$ cat config.mk
export PLATFORM = sky130hd
export DESIGN_NAME = uesf_device_flat
export DESIGN_NICKNAME = d
export VERILOG_FILES = /design/src/rtl/uesf_pkg.sv /design/src/rtl/uesf_if.sv /design/src/rtl/uesf_device.sv /design/src/flat_wrapper.sv
export SDC_FILE = /design/constraint.sdc
export NUM_CORES = 1
export LEC_CHECK = 0
export BUFFER_PORTS_ARGS = -buffer_cell sky130_fd_sc_hd__buf_4
export CORE_MARGIN = 8
export CORE_UTILIZATION = 44
export DETAILED_ROUTE_END_ITERATION = 10
export PLACE_DENSITY = 0.72
export SYNTH_ARGS = -nofsm -noshare
export SYNTH_HDL_FRONTEND = slang
export SYNTH_SLANG_ARGS = --single-unit
$ cat constraint.sdc
create_clock -name ref_clk -period 1.54 [get_ports ref_clk]
set_input_delay 0.231 -clock ref_clk [delete_from_list [all_inputs] [get_ports ref_clk]]
set_output_delay 0.231 -clock ref_clk [all_outputs]
set_load 0.05 [all_outputs]
$ cat src/rtl/uesf_pkg.sv
package uesf_pkg;

  // Endpoint status/control register field positions
  localparam int BIT_STALL_REQUEST = 5;
  localparam int BIT_IN_ARMED      = 4;
  localparam int BIT_STALL_CRC     = 3;
  localparam int BIT_SETUP_RCVD    = 2;
  localparam int BIT_OUT_RCVD      = 1;
  localparam int BIT_IN_COMPLETE   = 0;

  // Register values and masks
  localparam logic [7:0] STATUS_RESET  = 8'h00;
  localparam logic [7:0] STATUS_SETUP  = 8'h04;
  localparam logic [7:0] FW_CTRL_MASK  = 8'h30;
  localparam logic [7:0] HW_FLAG_MASK  = 8'h0F;
  localparam logic [7:0] ALL_ONES      = 8'hFF;

  // Endpoint packet size
  localparam int         LEN_W             = 7;
  localparam logic [6:0] MAX_PACKET_LENGTH = 7'h40;
  localparam logic [6:0] LEN_ZERO          = 7'h00;
  localparam logic [6:0] LEN_ONE           = 7'h01;

  // Controller register map (byte offsets on the user port)
  localparam int         ADDR_W        = 4;
  localparam logic [3:0] ADDR_COMMAND  = 4'h0;
  localparam logic [3:0] ADDR_EP_CTRL  = 4'h1;
  localparam logic [3:0] ADDR_CONFIG   = 4'h2;
  localparam logic [3:0] ADDR_LAST     = 4'h3;
  localparam logic [3:0] ADDR_FIFO_WR  = 4'h4;
  localparam logic [3:0] ADDR_FIFO_RD  = 4'h5;

  // Command register bit positions
  localparam int CMD_SETUP   = 0;
  localparam int CMD_OUT     = 1;
  localparam int CMD_OUT_CRC = 2;
  localparam int CMD_IN      = 3;
  localparam int CMD_ACK     = 4;

  // Config register bit positions
  localparam int CFG_ISO = 0;
  localparam int CFG_IE  = 1;

  // Last-reply register bit positions
  localparam int LAST_SENT    = 2;
  localparam int LAST_ZLP     = 3;
  localparam int LAST_ACCEPT  = 4;
  localparam int LAST_REFUSED = 7;

  localparam logic [7:0] BYTE_ZERO = 8'h00;

  // Handshake answered to the host
  typedef enum logic [1:0]
  {
    UESF_RPL_NONE,
    UESF_RPL_ACK,
    UESF_RPL_NAK,
    UESF_RPL_STALL
  } uesf_reply_e;

endpackage

$ cat src/rtl/uesf_if.sv
interface uesf_if
(
  input wire logic ref_clk,
  input wire logic sys_rst
);

  // Firmware side of the endpoint register
  logic                     reg_wr;
  logic [7:0]               reg_wdata;
  logic [7:0]               status;
  logic                     ep_iso;
  logic                     int_enable;
  logic                     ep_irq;
  logic                     fifo_wr;

  // Bus transaction events
  logic                     ev_setup;
  logic                     ev_out;
  logic                     ev_out_crc_err;
  logic                     ev_in;
  logic                     ev_ack;

  // Device answers
  logic                     reply_valid;
  uesf_pkg::uesf_reply_e    reply;
  logic                     in_send;
  logic                     in_zlp;
  logic                     out_accept;

  modport device
  (
    input  ref_clk, sys_rst, reg_wr, reg_wdata, ep_iso, int_enable, fifo_wr,
    input  ev_setup, ev_out, ev_out_crc_err, ev_in, ev_ack,
    output status, ep_irq, reply_valid, reply, in_send, in_zlp, out_accept
  );

  modport host
  (
    input  ref_clk, sys_rst, status, ep_irq, reply_valid, reply, in_send, in_zlp,
    input  out_accept,
    output reg_wr, reg_wdata, ep_iso, int_enable, fifo_wr,
    output ev_setup, ev_out, ev_out_crc_err, ev_in, ev_ack
  );

endinterface

$ cat src/rtl/uesf_device.sv
// Operation
// Stall request answers next handshake with STALL
// Firmware arms after loading full IN packet
// Firmware loads FIFO only while unarmed
// Armed with empty FIFO sends zero-length packet
// Armed clears: iso on send, else on ACK
// Sent STALL sets stall-sent flag, interrupt
// SETUP clears stall-sent flag
// Iso CRC error sets bit three, interrupt
// Iso good CRC clears bit three
// SETUP sets setup flag, clears all others
// Firmware clears setup flag after reading payload
// OUT received sets out flag, interrupt
// Out flag set: further OUT gets NAK
// Control SETUP overwrites FIFO despite out flag
// Firmware clears out flag after reading data
// Iso IN sets complete flag on send
// Non-iso IN complete only after host ACK
// Status register reads zero after reset
// Flags hold until written zero; set wins
module uesf_device
(
  // Link to the controller
  uesf_if.device lnk
);

  // Endpoint status register
  logic [7:0]              status_q;
  logic [7:0]              status_d;

  // IN packet tracking
  logic                    await_ack_q;
  logic [uesf_pkg::LEN_W-1:0] in_len_q;
  logic                    in_empty;
  logic                    in_full;

  // Registered answers
  logic                    reply_valid_q;
  uesf_pkg::uesf_reply_e   reply_q;
  uesf_pkg::uesf_reply_e   reply_d;
  logic                    in_send_q;
  logic                    in_zlp_q;
  logic                    out_accept_q;

  // Event decode
  logic                    send_in;
  logic                    in_done;
  logic                    accept_out;
  logic                    stall_now;

  // Event decode shared by flag and answer logic
  assign stall_now  = status_q[uesf_pkg::BIT_STALL_REQUEST] & ~lnk.ep_iso;
  assign send_in    = lnk.ev_in & ~lnk.ev_setup & ~lnk.ev_out & ~stall_now
                      & status_q[uesf_pkg::BIT_IN_ARMED];
  assign in_done    = (send_in & lnk.ep_iso)
                      | (lnk.ev_ack & await_ack_q & ~lnk.ev_setup & ~lnk.ev_out
                         & ~lnk.ev_in);
  assign accept_out = lnk.ev_out & ~lnk.ev_setup & ~lnk.ev_out_crc_err & ~stall_now
                      & ~status_q[uesf_pkg::BIT_OUT_RCVD];

  // Loaded byte count limits
  assign in_empty   = (in_len_q == uesf_pkg::LEN_ZERO);
  assign in_full    = (in_len_q == uesf_pkg::MAX_PACKET_LENGTH);

  // Next value of the status register
  // Firmware write first, then hardware events; setup wins
  always_comb
  begin
    status_d = status_q;
    if (lnk.reg_wr)
    begin
      // Control bits take the write; flags can only be cleared
      status_d = (lnk.reg_wdata & uesf_pkg::FW_CTRL_MASK)
                 | (status_q & lnk.reg_wdata & uesf_pkg::HW_FLAG_MASK);
    end
    if (lnk.ev_setup)
    begin
      status_d = uesf_pkg::STATUS_SETUP;
    end
    else if (lnk.ev_out)
    begin
      if (lnk.ep_iso)
      begin
        status_d[uesf_pkg::BIT_STALL_CRC] = lnk.ev_out_crc_err;
        if (accept_out)
        begin
          status_d[uesf_pkg::BIT_OUT_RCVD] = 1'b1;
        end
      end
      else if (stall_now & ~lnk.ev_out_crc_err)
      begin
        // Corrupt OUT data gets no handshake, so no STALL is sent
        status_d[uesf_pkg::BIT_STALL_CRC] = 1'b1;
      end
      else if (accept_out)
      begin
        status_d[uesf_pkg::BIT_OUT_RCVD] = 1'b1;
      end
    end
    else if (lnk.ev_in & stall_now)
    begin
      status_d[uesf_pkg::BIT_STALL_CRC] = 1'b1;
    end
    if (in_done & ~lnk.ev_setup)
    begin
      status_d[uesf_pkg::BIT_IN_ARMED]    = 1'b0;
      status_d[uesf_pkg::BIT_IN_COMPLETE] = 1'b1;
    end
  end

  // Status register
  always_ff @(posedge lnk.ref_clk)
  begin
    if (lnk.sys_rst)
      status_q <= uesf_pkg::STATUS_RESET;
    else
      status_q <= status_d;
  end

  // Waiting for the host to acknowledge IN data
  // Any other event but a resent IN ends the wait; the armed bit stays except on SETUP or a lone ACK
  always_ff @(posedge lnk.ref_clk)
  begin
    if (lnk.sys_rst)
      await_ack_q <= 1'b0;
    else if (send_in & ~lnk.ep_iso)
      await_ack_q <= 1'b1;
    else if (lnk.ev_setup | lnk.ev_out | lnk.ev_in | lnk.ev_ack)
      await_ack_q <= 1'b0;
  end

  // Byte count of the loaded IN packet
  always_ff @(posedge lnk.ref_clk)
  begin
    if (lnk.sys_rst)
      in_len_q <= uesf_pkg::LEN_ZERO;
    else if (lnk.ev_setup | in_done)
      in_len_q <= uesf_pkg::LEN_ZERO;
    else if (lnk.fifo_wr & ~in_full)
      in_len_q <= in_len_q + uesf_pkg::LEN_ONE;
  end

  // Handshake choice for the current event
  // Priority setup, out, in; isochronous OUT and IN get none
  always_comb
  begin
    reply_d = uesf_pkg::UESF_RPL_NONE;
    if (lnk.ev_setup)
      reply_d = uesf_pkg::UESF_RPL_ACK;
    else if (lnk.ev_out & ~lnk.ep_iso & ~lnk.ev_out_crc_err)
    begin
      if (stall_now)
        reply_d = uesf_pkg::UESF_RPL_STALL;
      else if (accept_out)
        reply_d = uesf_pkg::UESF_RPL_ACK;
      else
        reply_d = uesf_pkg::UESF_RPL_NAK;
    end
    else if (lnk.ev_in & ~lnk.ep_iso)
    begin
      if (stall_now)
        reply_d = uesf_pkg::UESF_RPL_STALL;
      else if (~status_q[uesf_pkg::BIT_IN_ARMED])
        reply_d = uesf_pkg::UESF_RPL_NAK;
    end
  end

  // Handshake answer, one cycle after the event
  always_ff @(posedge lnk.ref_clk)
  begin
    if (lnk.sys_rst)
    begin
      reply_valid_q <= 1'b0;
      reply_q       <= uesf_pkg::UESF_RPL_NONE;
    end
    else
    begin
      reply_valid_q <= reply_d != uesf_pkg::UESF_RPL_NONE;
      reply_q       <= reply_d;
    end
  end

  // Data strobes towards the FIFO side
  always_ff @(posedge lnk.ref_clk)
  begin
    if (lnk.sys_rst)
    begin
      in_send_q     <= 1'b0;
      in_zlp_q      <= 1'b0;
      out_accept_q  <= 1'b0;
    end
    else
    begin
      in_send_q     <= send_in;
      in_zlp_q      <= send_in & in_empty;
      out_accept_q  <= accept_out | lnk.ev_setup;
    end
  end

  // Register view and interrupt
  assign lnk.status      = status_q & (uesf_pkg::FW_CTRL_MASK | uesf_pkg::HW_FLAG_MASK);
  assign lnk.ep_irq      = lnk.int_enable & |(status_q & uesf_pkg::HW_FLAG_MASK);

  // Answers to the controller
  assign lnk.reply_valid = reply_valid_q;
  assign lnk.reply       = reply_q;
  assign lnk.in_send     = in_send_q;
  assign lnk.in_zlp      = in_zlp_q;
  assign lnk.out_accept  = out_accept_q;

endmodule // uesf_device

$ cat src/flat_wrapper.sv
// flat-port wrapper written by rule: the top's interface ports become plain ports
module uesf_device_flat 
  (ref_clk, sys_rst, lnk_reg_wr, lnk_reg_wdata, lnk_ep_iso, lnk_int_enable, lnk_fifo_wr, lnk_ev_setup, lnk_ev_out, lnk_ev_out_crc_err, lnk_ev_in, lnk_ev_ack, lnk_status, lnk_ep_irq, lnk_reply_valid, lnk_reply, lnk_in_send, lnk_in_zlp, lnk_out_accept);
  uesf_if lnk_i (.ref_clk(ref_clk), .sys_rst(sys_rst));
  input wire logic ref_clk;
  input wire logic sys_rst;
  input wire logic [$bits(lnk_i.reg_wr)-1:0] lnk_reg_wr;
  input wire logic [$bits(lnk_i.reg_wdata)-1:0] lnk_reg_wdata;
  input wire logic [$bits(lnk_i.ep_iso)-1:0] lnk_ep_iso;
  input wire logic [$bits(lnk_i.int_enable)-1:0] lnk_int_enable;
  input wire logic [$bits(lnk_i.fifo_wr)-1:0] lnk_fifo_wr;
  input wire logic [$bits(lnk_i.ev_setup)-1:0] lnk_ev_setup;
  input wire logic [$bits(lnk_i.ev_out)-1:0] lnk_ev_out;
  input wire logic [$bits(lnk_i.ev_out_crc_err)-1:0] lnk_ev_out_crc_err;
  input wire logic [$bits(lnk_i.ev_in)-1:0] lnk_ev_in;
  input wire logic [$bits(lnk_i.ev_ack)-1:0] lnk_ev_ack;
  output wire logic [$bits(lnk_i.status)-1:0] lnk_status;
  output wire logic [$bits(lnk_i.ep_irq)-1:0] lnk_ep_irq;
  output wire logic [$bits(lnk_i.reply_valid)-1:0] lnk_reply_valid;
  output wire logic [$bits(lnk_i.reply)-1:0] lnk_reply;
  output wire logic [$bits(lnk_i.in_send)-1:0] lnk_in_send;
  output wire logic [$bits(lnk_i.in_zlp)-1:0] lnk_in_zlp;
  output wire logic [$bits(lnk_i.out_accept)-1:0] lnk_out_accept;
  assign lnk_i.reg_wr = lnk_reg_wr;
  assign lnk_i.reg_wdata = lnk_reg_wdata;
  assign lnk_i.ep_iso = lnk_ep_iso;
  assign lnk_i.int_enable = lnk_int_enable;
  assign lnk_i.fifo_wr = lnk_fifo_wr;
  assign lnk_i.ev_setup = lnk_ev_setup;
  assign lnk_i.ev_out = lnk_ev_out;
  assign lnk_i.ev_out_crc_err = lnk_ev_out_crc_err;
  assign lnk_i.ev_in = lnk_ev_in;
  assign lnk_i.ev_ack = lnk_ev_ack;
  assign lnk_status = lnk_i.status;
  assign lnk_ep_irq = lnk_i.ep_irq;
  assign lnk_reply_valid = lnk_i.reply_valid;
  assign lnk_reply = lnk_i.reply;
  assign lnk_in_send = lnk_i.in_send;
  assign lnk_in_zlp = lnk_i.in_zlp;
  assign lnk_out_accept = lnk_i.out_accept;
  uesf_device u_core (.lnk(lnk_i));
endmodule
Word-level counts from Yosys, hierarchy flattened
Index checks and enable logic that the tools add are counted.
Operators by class
  add/sub/neg operators: 1
  multiply operators: 0
  div/mod/pow operators: 0
  $lt $le $gt $ge: 0
  equality and inequality tests: 1
  shift operators: 0
  muxes and demuxes: 21
  bitwise gates (word level): 40
  reductions and logical operators: 9
Operator list (number)
  $and 1x1->1: 24
  $mux 2: 7
  $mux 1: 13
  $not 1->1: 8
  $add 7x1->7 const B: 1
  $eq 7x7->1 const B: 1
  $logic_not 7->1: 1
  $or 1x1->1: 6
  $or 6x4->6: 1
  $reduce_bool 2->1: 3
  $and 4x4->4: 1
  $mux 4: 1
  $reduce_or 2->1: 2
  $reduce_or 4->1: 1
  $reduce_bool 3->1: 1
  $reduce_or 3->1: 1
Storage, ports and cells
  register bits after elaboration: 20
  latch bits: 0
  memory bits (writable): 0
  bits in read-only memories: 0
  input bits: 19
  output and inout bits: 15
  logic and storage cells: 84
  memories kept: 0

Longest topological paths before layout
Gate-level depths: netlist (run 1).
  depth in word-level cells: 10
  gate-level depth with buffers: 5
  gate-level depth less buffers: 5

Least setup slack after synthesis (run 1)
Ideal clock, no wire load.
  path type: register -> output
  start: register u_core.status_q[1]
  end: output port lnk_ep_irq
  arrival time: 1.248 ns
  required time: 1.309 ns
  path slack: 0.061 ns
  cell stages (with the launch flop): 2
  buffers on the path: 0
  path through: dfxtp_1 -> o41a_1
Between the ends
  longest elaborated chain between the ends: 2
RTL lines
  from (decl): line uesf_device.sv:28  | logic [7:0] status_q;
  from (signal assigned): line uesf_device.sv:115  | status_q <= uesf_pkg::STATUS_RESET;
  from (signal assigned): line uesf_device.sv:117  | status_q <= status_d;
  $reduce_or 4->1: line uesf_device.sv:202  | assign lnk.ep_irq = lnk.int_enable & |(status_q & uesf_pkg::HW_FLAG_MASK);
  $and 1x1->1: line uesf_device.sv:202
  to (decl): line flat_wrapper.sv:18  | output wire logic [$bits(lnk_i.ep_irq)-1:0] lnk_ep_irq;
No other way between the ends.

Final worst setup path (run 1)
Ends and elaborated chain as after synthesis.

==> results of run 1 <==
[layout make-up]
class                           instances  area [um^2]  share of cell area
Multi-Input combinational cell         74        467.9              0.3945
Inverter                                8        30.03             0.02532
Clock buffer                            4        36.28             0.03059
Sequential cell                        20        400.4              0.3376
Timing Repair Buffer                   29        217.7              0.1835
Tap cell                               27        33.78             0.02848
[layer usage]
layer,vias to the layer above,global-route usage
met2,26,0.1965
met1,374,0.1395
met3,4,0.02881
li1,414,-
met4,0,0.04870
met5,-,0
[layout by cell type (no fill, tap or decap), drive strengths merged, types with 3 or more instances in the layout]
cell type / instances
nor2b: 3
buf: 29
nor2: 17
dfxtp: 20
inv: 8
o21ai: 9
nand2: 5
clkbuf: 4
xnor2: 4
mux2i: 3
a21oi: 6
[sequential cells by signal, indices dropped and copies added, names as in the netlist]
signal,cells
u_core.lnk.reply_valid,1
u_core.status_q,6
u_core.lnk.out_accept,1
u_core.in_len_q,7
u_core.lnk.in_zlp,1
u_core.lnk.reply,2
u_core.await_ack_q,1
u_core.lnk.in_send,1
[power groups by stage]
stage / clock network [mW] / registers (mW) / logic (mW)
after detailed placement: 0 / 0.551 / 0.181
after global routing: 0.329 / 0.541 / 0.195
after CTS: 0.312 / 0.540 / 0.182
after global placement: 0 / 0.551 / 0.179
after floorplan: 0 / 0.591 / 0.0743
final: 0.300 / 0.539 / 0.181
[logic make-up after synthesis]
kind of cell / count (synthesis)
simple gates: 42
xor+xnor: 5
buf+inv: 11
mux: 3
flops: 20
compound gates: 20
fa+ha+maj: 2
other cells: 1
[path summary, 6_finish.rpt]
path	end	cells past startpoint	from
worst max-delay path	lnk_ep_irq	2	u_core.status_q[1]
worst min-delay path	u_core.await_ack_q	2	sys_rst
worst max register to register	u_core.in_len_q[2]	4	u_core.status_q[4]
worst min register to register	u_core.status_q[0]	2	u_core.status_q[0]
[worst max-delay path, cell delays in order, from the launching register on]
cell and delay, ns:
dfxtp_1 0.38, o41a_1 0.38, buf_4 0.19
==> qor.txt, run 1 <==
Leakage -> 0.5007 nW
Largest net degree at the start of global routing -> 12
Share of post-route cells with drive strength above 1 -> 0.2815
DRT Pass-1 Iters -> 4
Fin cells -> 162
Total Power -> 1.021 mW
Register share of total power -> 0.529
Placed Area -> 1150 um^2
Max Fclk -> 676.4 MHz
Async SR Flop Fraction -> 0
Netlist cell types -> 33
Startpoint Class -> register
Final WS setup -> 0.06151 ns
Die footprint -> 3813 um^2
Gate count after technology mapping -> 104
DP Worst Slack -> 0.1338 ns
Die height -> 61.75 um
Sw Share -> 0.2693
Final Max Tran Viols -> 0
I/O Pins -> 34
Initial Util -> 0.4694
Synth Area in XOR/XNOR -> 0.04755
Top-count cell post-synth -> dfxtp_1
Peak supply drop -> 0.0005975 V
Mapped Area -> 920.9 um^2
Fin nets -> 157
CP endpoint kind -> output pin
Hold Vio Cnt, Final -> 0
Top post-synthesis cells by area -> dfxtp_1 (43%), nor2_1 (6.9%), o21ai_0 (4.9%)
DR WL met3 -> 134 um
DRC viols -> 0
Uppermost routed layer -> met4
Final core occ -> 0.6046
Worst path required time -> 1.31 ns
Antenna Nets Post-Route -> 0
CTS-repair resized insts -> 0
Detailed placement HPWL -> 1.654 mm
Clock skew -> 0.003690 ns
Clk_lat worst skew -> 0.29 ns
CTS Hold Bufs -> 0
Vias in the first global route -> 817
FP Rows -> 16
Simple-Gate Fraction of Synth Area -> 0.2609
Core Box Area -> 1962 um^2
Die Wd -> 61.75 um
Congestion Overflow GR -> 0
Post-synthesis sequential area ratio -> 0.4348
Crit Path Max Fanout -> 5
Status -> finished, final reports clean
Max Cap Violations -> 0
Number of post-CTS setup repair buffers -> 0
Root Buffer -> clkbuf_4
Vias -> 818
Cell taking the most area after synthesis -> dfxtp_1
Diodes inserted -> 0
Crit share post-route -> 0.9601
GP Congestion -> 0.8356
Clock power share -> 0.294
Final setup fails -> 0
Post-synth top cells -> dfxtp_1 (20), nor2_1 (17), o21ai_0 (9), inv_1 (8), a21oi_1 (6)
Total track usage -> 0.1175
CTS tree -> done
RSZ-0062 raised after global routing -> false
Clock sinks -> 20
Clock-pin slew on the worst setup and hold paths -> 0.11 ns
Post-synthesis mux area share -> 0.03261
Reg2Reg Setup Slack -> 0.21 ns
Ys flop type -> dfxtp_1
Syn-to-layout area delta -> 28.80%
Min Hold Slack -> 0.1508 ns
Met2 Wirelength -> 972 um
Post-placement cell count -> 158
Wire length on met1 -> 897 um
Comb power frac -> 0.177
Drt via density -> 5.049
Filler cells -> 197
CTS H-Tree Depth -> 1
Cell Int Power -> 745.7 uW
CTS buffer count -> 3
Switching power -> 274.9 uW
Port Buffers -> 29
Design area -> 1186 um^2
Maximum clock path buffer count -> 2
Power per cell area -> 860.4 nW/um^2
Kind of critical path -> register to output pin
FF+latch count, synth -> 20
Warnings from Yosys -> 0
Final min period -> 1.478 ns
Hold crit path type -> primary input to register
Post-synth EDFFs -> 0
Avg Cell Area, Syn -> 8.855 um^2
First-pass GRT wire length -> 3.394 mm
Avg WL per Cell -> 12.59 um
Combinational family with the most area after synthesis -> simple AND/OR/NAND/NOR gates
Compound-gate portion of the synthesized area -> 0.1318
Crit path arrival time -> 1.25 ns
Drt first-iter violations -> 13
Area share of the largest cell type after synthesis -> 0.4348
Initial antenna violation count -> 0
Synth Area in Adders -> 0.02717
Setup TNS -> 0 ns
Total Wirelength -> 2.039 mm
No activity file was read; power rests on OpenSTA's default activity.
==> inputs of run 2 (changes only) <==
--- a/config.mk
+++ b/config.mk
@@ -6,7 +6,7 @@
 export NUM_CORES = 1
 export LEC_CHECK = 0
 export BUFFER_PORTS_ARGS = -buffer_cell sky130_fd_sc_hd__buf_4
-export CORE_MARGIN = 8
+export CORE_MARGIN = 2
 export CORE_UTILIZATION = 44
 export DETAILED_ROUTE_END_ITERATION = 10
 export PLACE_DENSITY = 0.72
==> qor.txt, run 2 (synthesized netlist as in run 1, its figures left out) <==
Status -> finished, final reports clean
Crit path arrival time -> 1.25 ns
Worst path slowest cell -> o41a_1
Vias -> 800
Max Fclk -> 673.3 MHz
Leakage -> 0.5012 nW
Detailed placement HPWL -> 1.507 mm
Crit Path Max Fanout -> 3
Fin nets -> 157
Kind of critical path -> register to output pin
Commonest non-fill, non-tap cell in the layout -> buf_4
CTS tree -> done
Critical path depth -> 2
Wire length on met1 -> 874 um
Max Cap Violations -> 0
Uppermost routed layer -> met4
Share of post-route cells with drive strength above 1 -> 0.2889
Commonest non-fill, non-tap cells in the layout -> buf_4 (29), dfxtp_1 (19), nor2_1 (17)
CTS buffer count -> 3
Largest stage delay, worst path -> 0.42 ns
Worst r2r path cells -> 4
FP Rows -> 16
Worst path required time -> 1.31 ns
Total track usage -> 0.1672
Port Buffers -> 29
Initial Util -> 0.4694
Die footprint -> 2475 um^2
Die Wd -> 49.75 um
Worst path bufs/invs -> 1
Drt first-iter violations -> 6
RR Startpoint -> u_core.status_q[4]
Drt via density -> 4.938
Clock skew -> 0.001996 ns
I/O Pins -> 34
Largest register by flop count -> u_core.in_len_q
Final WS setup -> 0.05471 ns
Startpoint Class -> register
Die height -> 49.75 um
Met2 Wirelength -> 848 um
Clk_lat worst skew -> 0.30 ns
Hold Vio Cnt, Final -> 0
Congestion Overflow GR -> 0
Design area -> 1187 um^2
Avg WL per Cell -> 11.29 um
Crit path capture -> lnk_ep_irq
Crit-path cells -> o41a_1 -> buf_4
Total Wirelength -> 1.829 mm
Crit share post-route -> 0.9645
Clock sinks -> 20
Crit. Startpoint -> u_core.status_q[0]
Final Max Tran Viols -> 0
Crit path max-delay family -> compound AO/OA/AOI/OAI gates
Max FFs per register -> 7
Placed Area -> 1150 um^2
Power per cell area -> 857.6 nW/um^2
Worst r2r dst -> u_core.in_len_q[2]
DRT Pass-1 Iters -> 4
DRC viols -> 0
Clock-pin slew on the worst setup and hold paths -> 0.11 ns
Hold crit path type -> primary input to register
Vias in the first global route -> 728
Initial antenna violation count -> 0
GP Congestion -> 0.8204
Maximum clock path buffer count -> 2
Core Box Area -> 1962 um^2
Diodes inserted -> 0
Root Buffer -> clkbuf_4
Largest net degree at the start of global routing -> 12
CTS H-Tree Depth -> 1
Antenna Nets Post-Route -> 0
Hold path start -> sys_rst
Peak supply drop -> 0.0004609 V
DR WL met3 -> 90 um
CP endpoint kind -> output pin
First-pass GRT wire length -> 3.167 mm
Reg2Reg Setup Slack -> 0.25 ns
Final setup fails -> 0
DP Worst Slack -> 0.1135 ns
Syn-to-layout area delta -> 28.94%
Setup TNS -> 0 ns
Number of post-CTS setup repair buffers -> 0
RSZ-0062 raised after global routing -> false
Final min period -> 1.485 ns
## run 2: worst min-delay path by stage
stage	to	slack, ns	cells past startpoint
2_1_floorplan	u_core.status_q[2]	0.30	1
3_3_place_gp	u_core.lnk.reply[1]	0.46	2
4_1_cts	u_core.lnk.in_send	0.14	2
5_1_grt	u_core.lnk.in_send	0.14	2
6_report	u_core.lnk.out_accept	0.14	2
3_5_place_dp	u_core.lnk.out_accept	0.47	2
## run 2: cell type report
| class | count | area, um^2 |
|---|---|---|
| multi-input cells | 74 | 467.9 |
| well taps | 27 | 33.78 |
| flip-flops and latches | 20 | 401.6 |
| fillers | 178 | 774.5 |
| inverters | 8 | 30.03 |
| repair buffers | 29 | 217.7 |
| clock buffers | 4 | 36.28 |
## run 2: where the power goes
group	leakage (nW)	internal [mW]	switching, mW
Clock	0.0210	0.144	0.155
Combinational	0.317	0.0708	0.109
Sequential	0.163	0.531	0.00864
## run 2: per-layer routing
layer  global-route usage  vias to the layer above
met3              0.03939                        4
li1                     -                      416
met2               0.2422                       17
met5                    0                        -
met1               0.2325                      363
met4              0.07870                        0
## run 2: stage by stage
step,utilization,std cells,hold WS [ns],total power [mW]
floorplan,-,105,0.3001,0.6651
global placement,0.5861,158,0.4612,0.7289
detailed placement,0.5861,158,0.4702,0.7318
CTS,0.6046,162,0.1419,1.030
global route,0.6052,162,0.1399,1.065
finish,0.6052,162,0.1423,1.018
## run 2: repair_timing
item,4_1_cts,5_1_grt
setup endpoints to repair,0,1
gates resized for setup,0,1
hold buffers,0,0
==> inputs of run 3 (changes only) <==
--- a/config.mk
+++ b/config.mk
@@ -6,6 +6,7 @@
 export NUM_CORES = 1
 export LEC_CHECK = 0
 export BUFFER_PORTS_ARGS = -buffer_cell sky130_fd_sc_hd__buf_4
+export CORE_ASPECT_RATIO = 1.4
 export CORE_MARGIN = 2
 export CORE_UTILIZATION = 44
 export DETAILED_ROUTE_END_ITERATION = 10
==> qor.txt, run 3 (synthesized netlist as in run 1, its figures left out) <==
Clock sinks -> 20
Clock skew -> 0.001133 ns
Initial antenna violation count -> 0
Detailed placement HPWL -> 1.537 mm
Critical path depth -> 2
Max Cap Violations -> 0
Worst r2r path cells -> 4
Total track usage -> 0.1732
Port Buffers -> 29
Congestion Overflow GR -> 0
Clock-pin slew on the worst setup and hold paths -> 0.11 ns
Peak supply drop -> 0.0005518 V
Setup TNS -> 0 ns
Share of post-route cells with drive strength above 1 -> 0.2889
Commonest non-fill, non-tap cell in the layout -> buf_4
Drt via density -> 5.237
Hold Vio Cnt, Final -> 0
Reg2Reg Setup Slack -> 0.23 ns
Worst path required time -> 1.31 ns
DRC viols -> 0
Startpoint Class -> register
Area occupied by registers -> 401.6 um^2
Crit-path cells -> o41a_1 -> buf_4
Largest stage delay, worst path -> 0.41 ns
DRT Pass-1 Iters -> 4
Maximum clock path buffer count -> 2
Crit Path Max Fanout -> 3
Vias in the first global route -> 818
Crit path capture -> lnk_ep_irq
RSZ-0062 raised after global routing -> false
Status -> finished, final reports clean
Total Wirelength -> 1.933 mm
Antenna Nets Post-Route -> 0
Fin nets -> 157
CTS buffer count -> 3
Root Buffer -> clkbuf_4
Worst path slowest cell -> o41a_1
Diodes inserted -> 0
Final Max Tran Viols -> 0
Final setup fails -> 0
Final WS setup -> 0.08206 ns
RR Startpoint -> u_core.status_q[4]
Max FFs per register -> 7
Crit path max-delay family -> compound AO/OA/AOI/OAI gates
DP Worst Slack -> 0.1475 ns
Leakage -> 0.5012 nW
Die height -> 58.13 um
Drt first-iter violations -> 14
Commonest non-fill, non-tap cells in the layout -> buf_4 (29), dfxtp_1 (19), nor2_1 (17)
FP Rows -> 19
Largest register by flop count -> u_core.in_len_q
GP Congestion -> 0.7633
Area of the multi-input gates -> 467.9 um^2
Worst path bufs/invs -> 1
Avg WL per Cell -> 12.39 um
Clk_lat worst skew -> 0.29 ns
Crit path arrival time -> 1.23 ns
Worst r2r dst -> u_core.in_len_q[2]
Vias -> 817
Core Box Area -> 1973 um^2
CTS H-Tree Depth -> 1
Kind of critical path -> register to output pin
Final min period -> 1.458 ns
CTS tree -> done
Syn-to-layout area delta -> 28.12%
Power per cell area -> 858.2 nW/um^2
Crit share post-route -> 0.9467
Total Power -> 1.013 mW
First-pass GRT wire length -> 3.381 mm
Filler cells -> 193
Die Wd -> 42.67 um
Final core occ -> 0.5980
Max Fclk -> 685.9 MHz
CP endpoint kind -> output pin
Crit. Startpoint -> u_core.status_q[0]
Largest net degree at the start of global routing -> 12
CTS Hold Bufs -> 0
Initial Util -> 0.4667
I/O Pins -> 34
Die footprint -> 2480 um^2
Hold crit path type -> primary input to register
-- run 3: worst min path at each step --
| stage | from | endpoint | slack, ns | depth (start not counted) |
|---|---|---|---|---|
| global placement | lnk_ep_iso | u_core.lnk.reply[1] | 0.47 | 2 |
| global route | lnk_ep_iso | u_core.lnk.reply[1] | 0.14 | 2 |
| floorplan | sys_rst | u_core.status_q[2] | 0.30 | 1 |
| detailed placement | sys_rst | u_core.lnk.out_accept | 0.47 | 2 |
| CTS | sys_rst | u_core.await_ack_q | 0.15 | 2 |
| finish | lnk_ep_iso | u_core.lnk.reply[1] | 0.16 | 2 |
-- run 3: final cells by class --
class                   count  share of cell area
multi-input cells          74              0.3966
flip-flops and latches     20              0.3404
repair buffers             29              0.1845
clock buffers               4             0.03075
inverters                   8             0.02545
well taps                  21             0.02227
-- run 3: repair_timing --
item / in CTS / in global routing
setup buffers: 0 / 0
endpoints found under the setup margin: 0 / 1
gates resized for setup: 0 / 1
-- run 3: per-stage QoR --
| step | std cells | instance area [um^2] | hold WS, ns |
|---|---|---|---|
| finish | 156 | 1180 | 0.1602 |
| global route | 156 | 1180 | 0.1432 |
| CTS | 156 | 1179 | 0.1477 |
| detailed placement | 152 | 1142 | 0.4705 |
| global placement | 152 | 1142 | 0.4653 |
| floorplan | 105 | 924.6 | 0.3001 |
-- run 3: metal layers --
metal	share of wire	up-vias	GRT usage	wire length, um
li1	-	407	-	-
met1	0.37	381	0.1795	719
met3	0.070	2	0.02492	135
met4	0.0067	0	0.06696	13
met5	0	-	0	0
met2	0.55	27	0.3377	1064
-- run 3: report_power, final --
group | total (mW) | switching, mW | leakage [nW] | internal, mW
registers | 0.539 | 0.00850 | 0.163 | 0.531
logic | 0.180 | 0.110 | 0.317 | 0.0708
clock network | 0.293 | 0.149 | 0.0210 | 0.144
total | 1.01 | 0.267 | 0.501 | 0.745
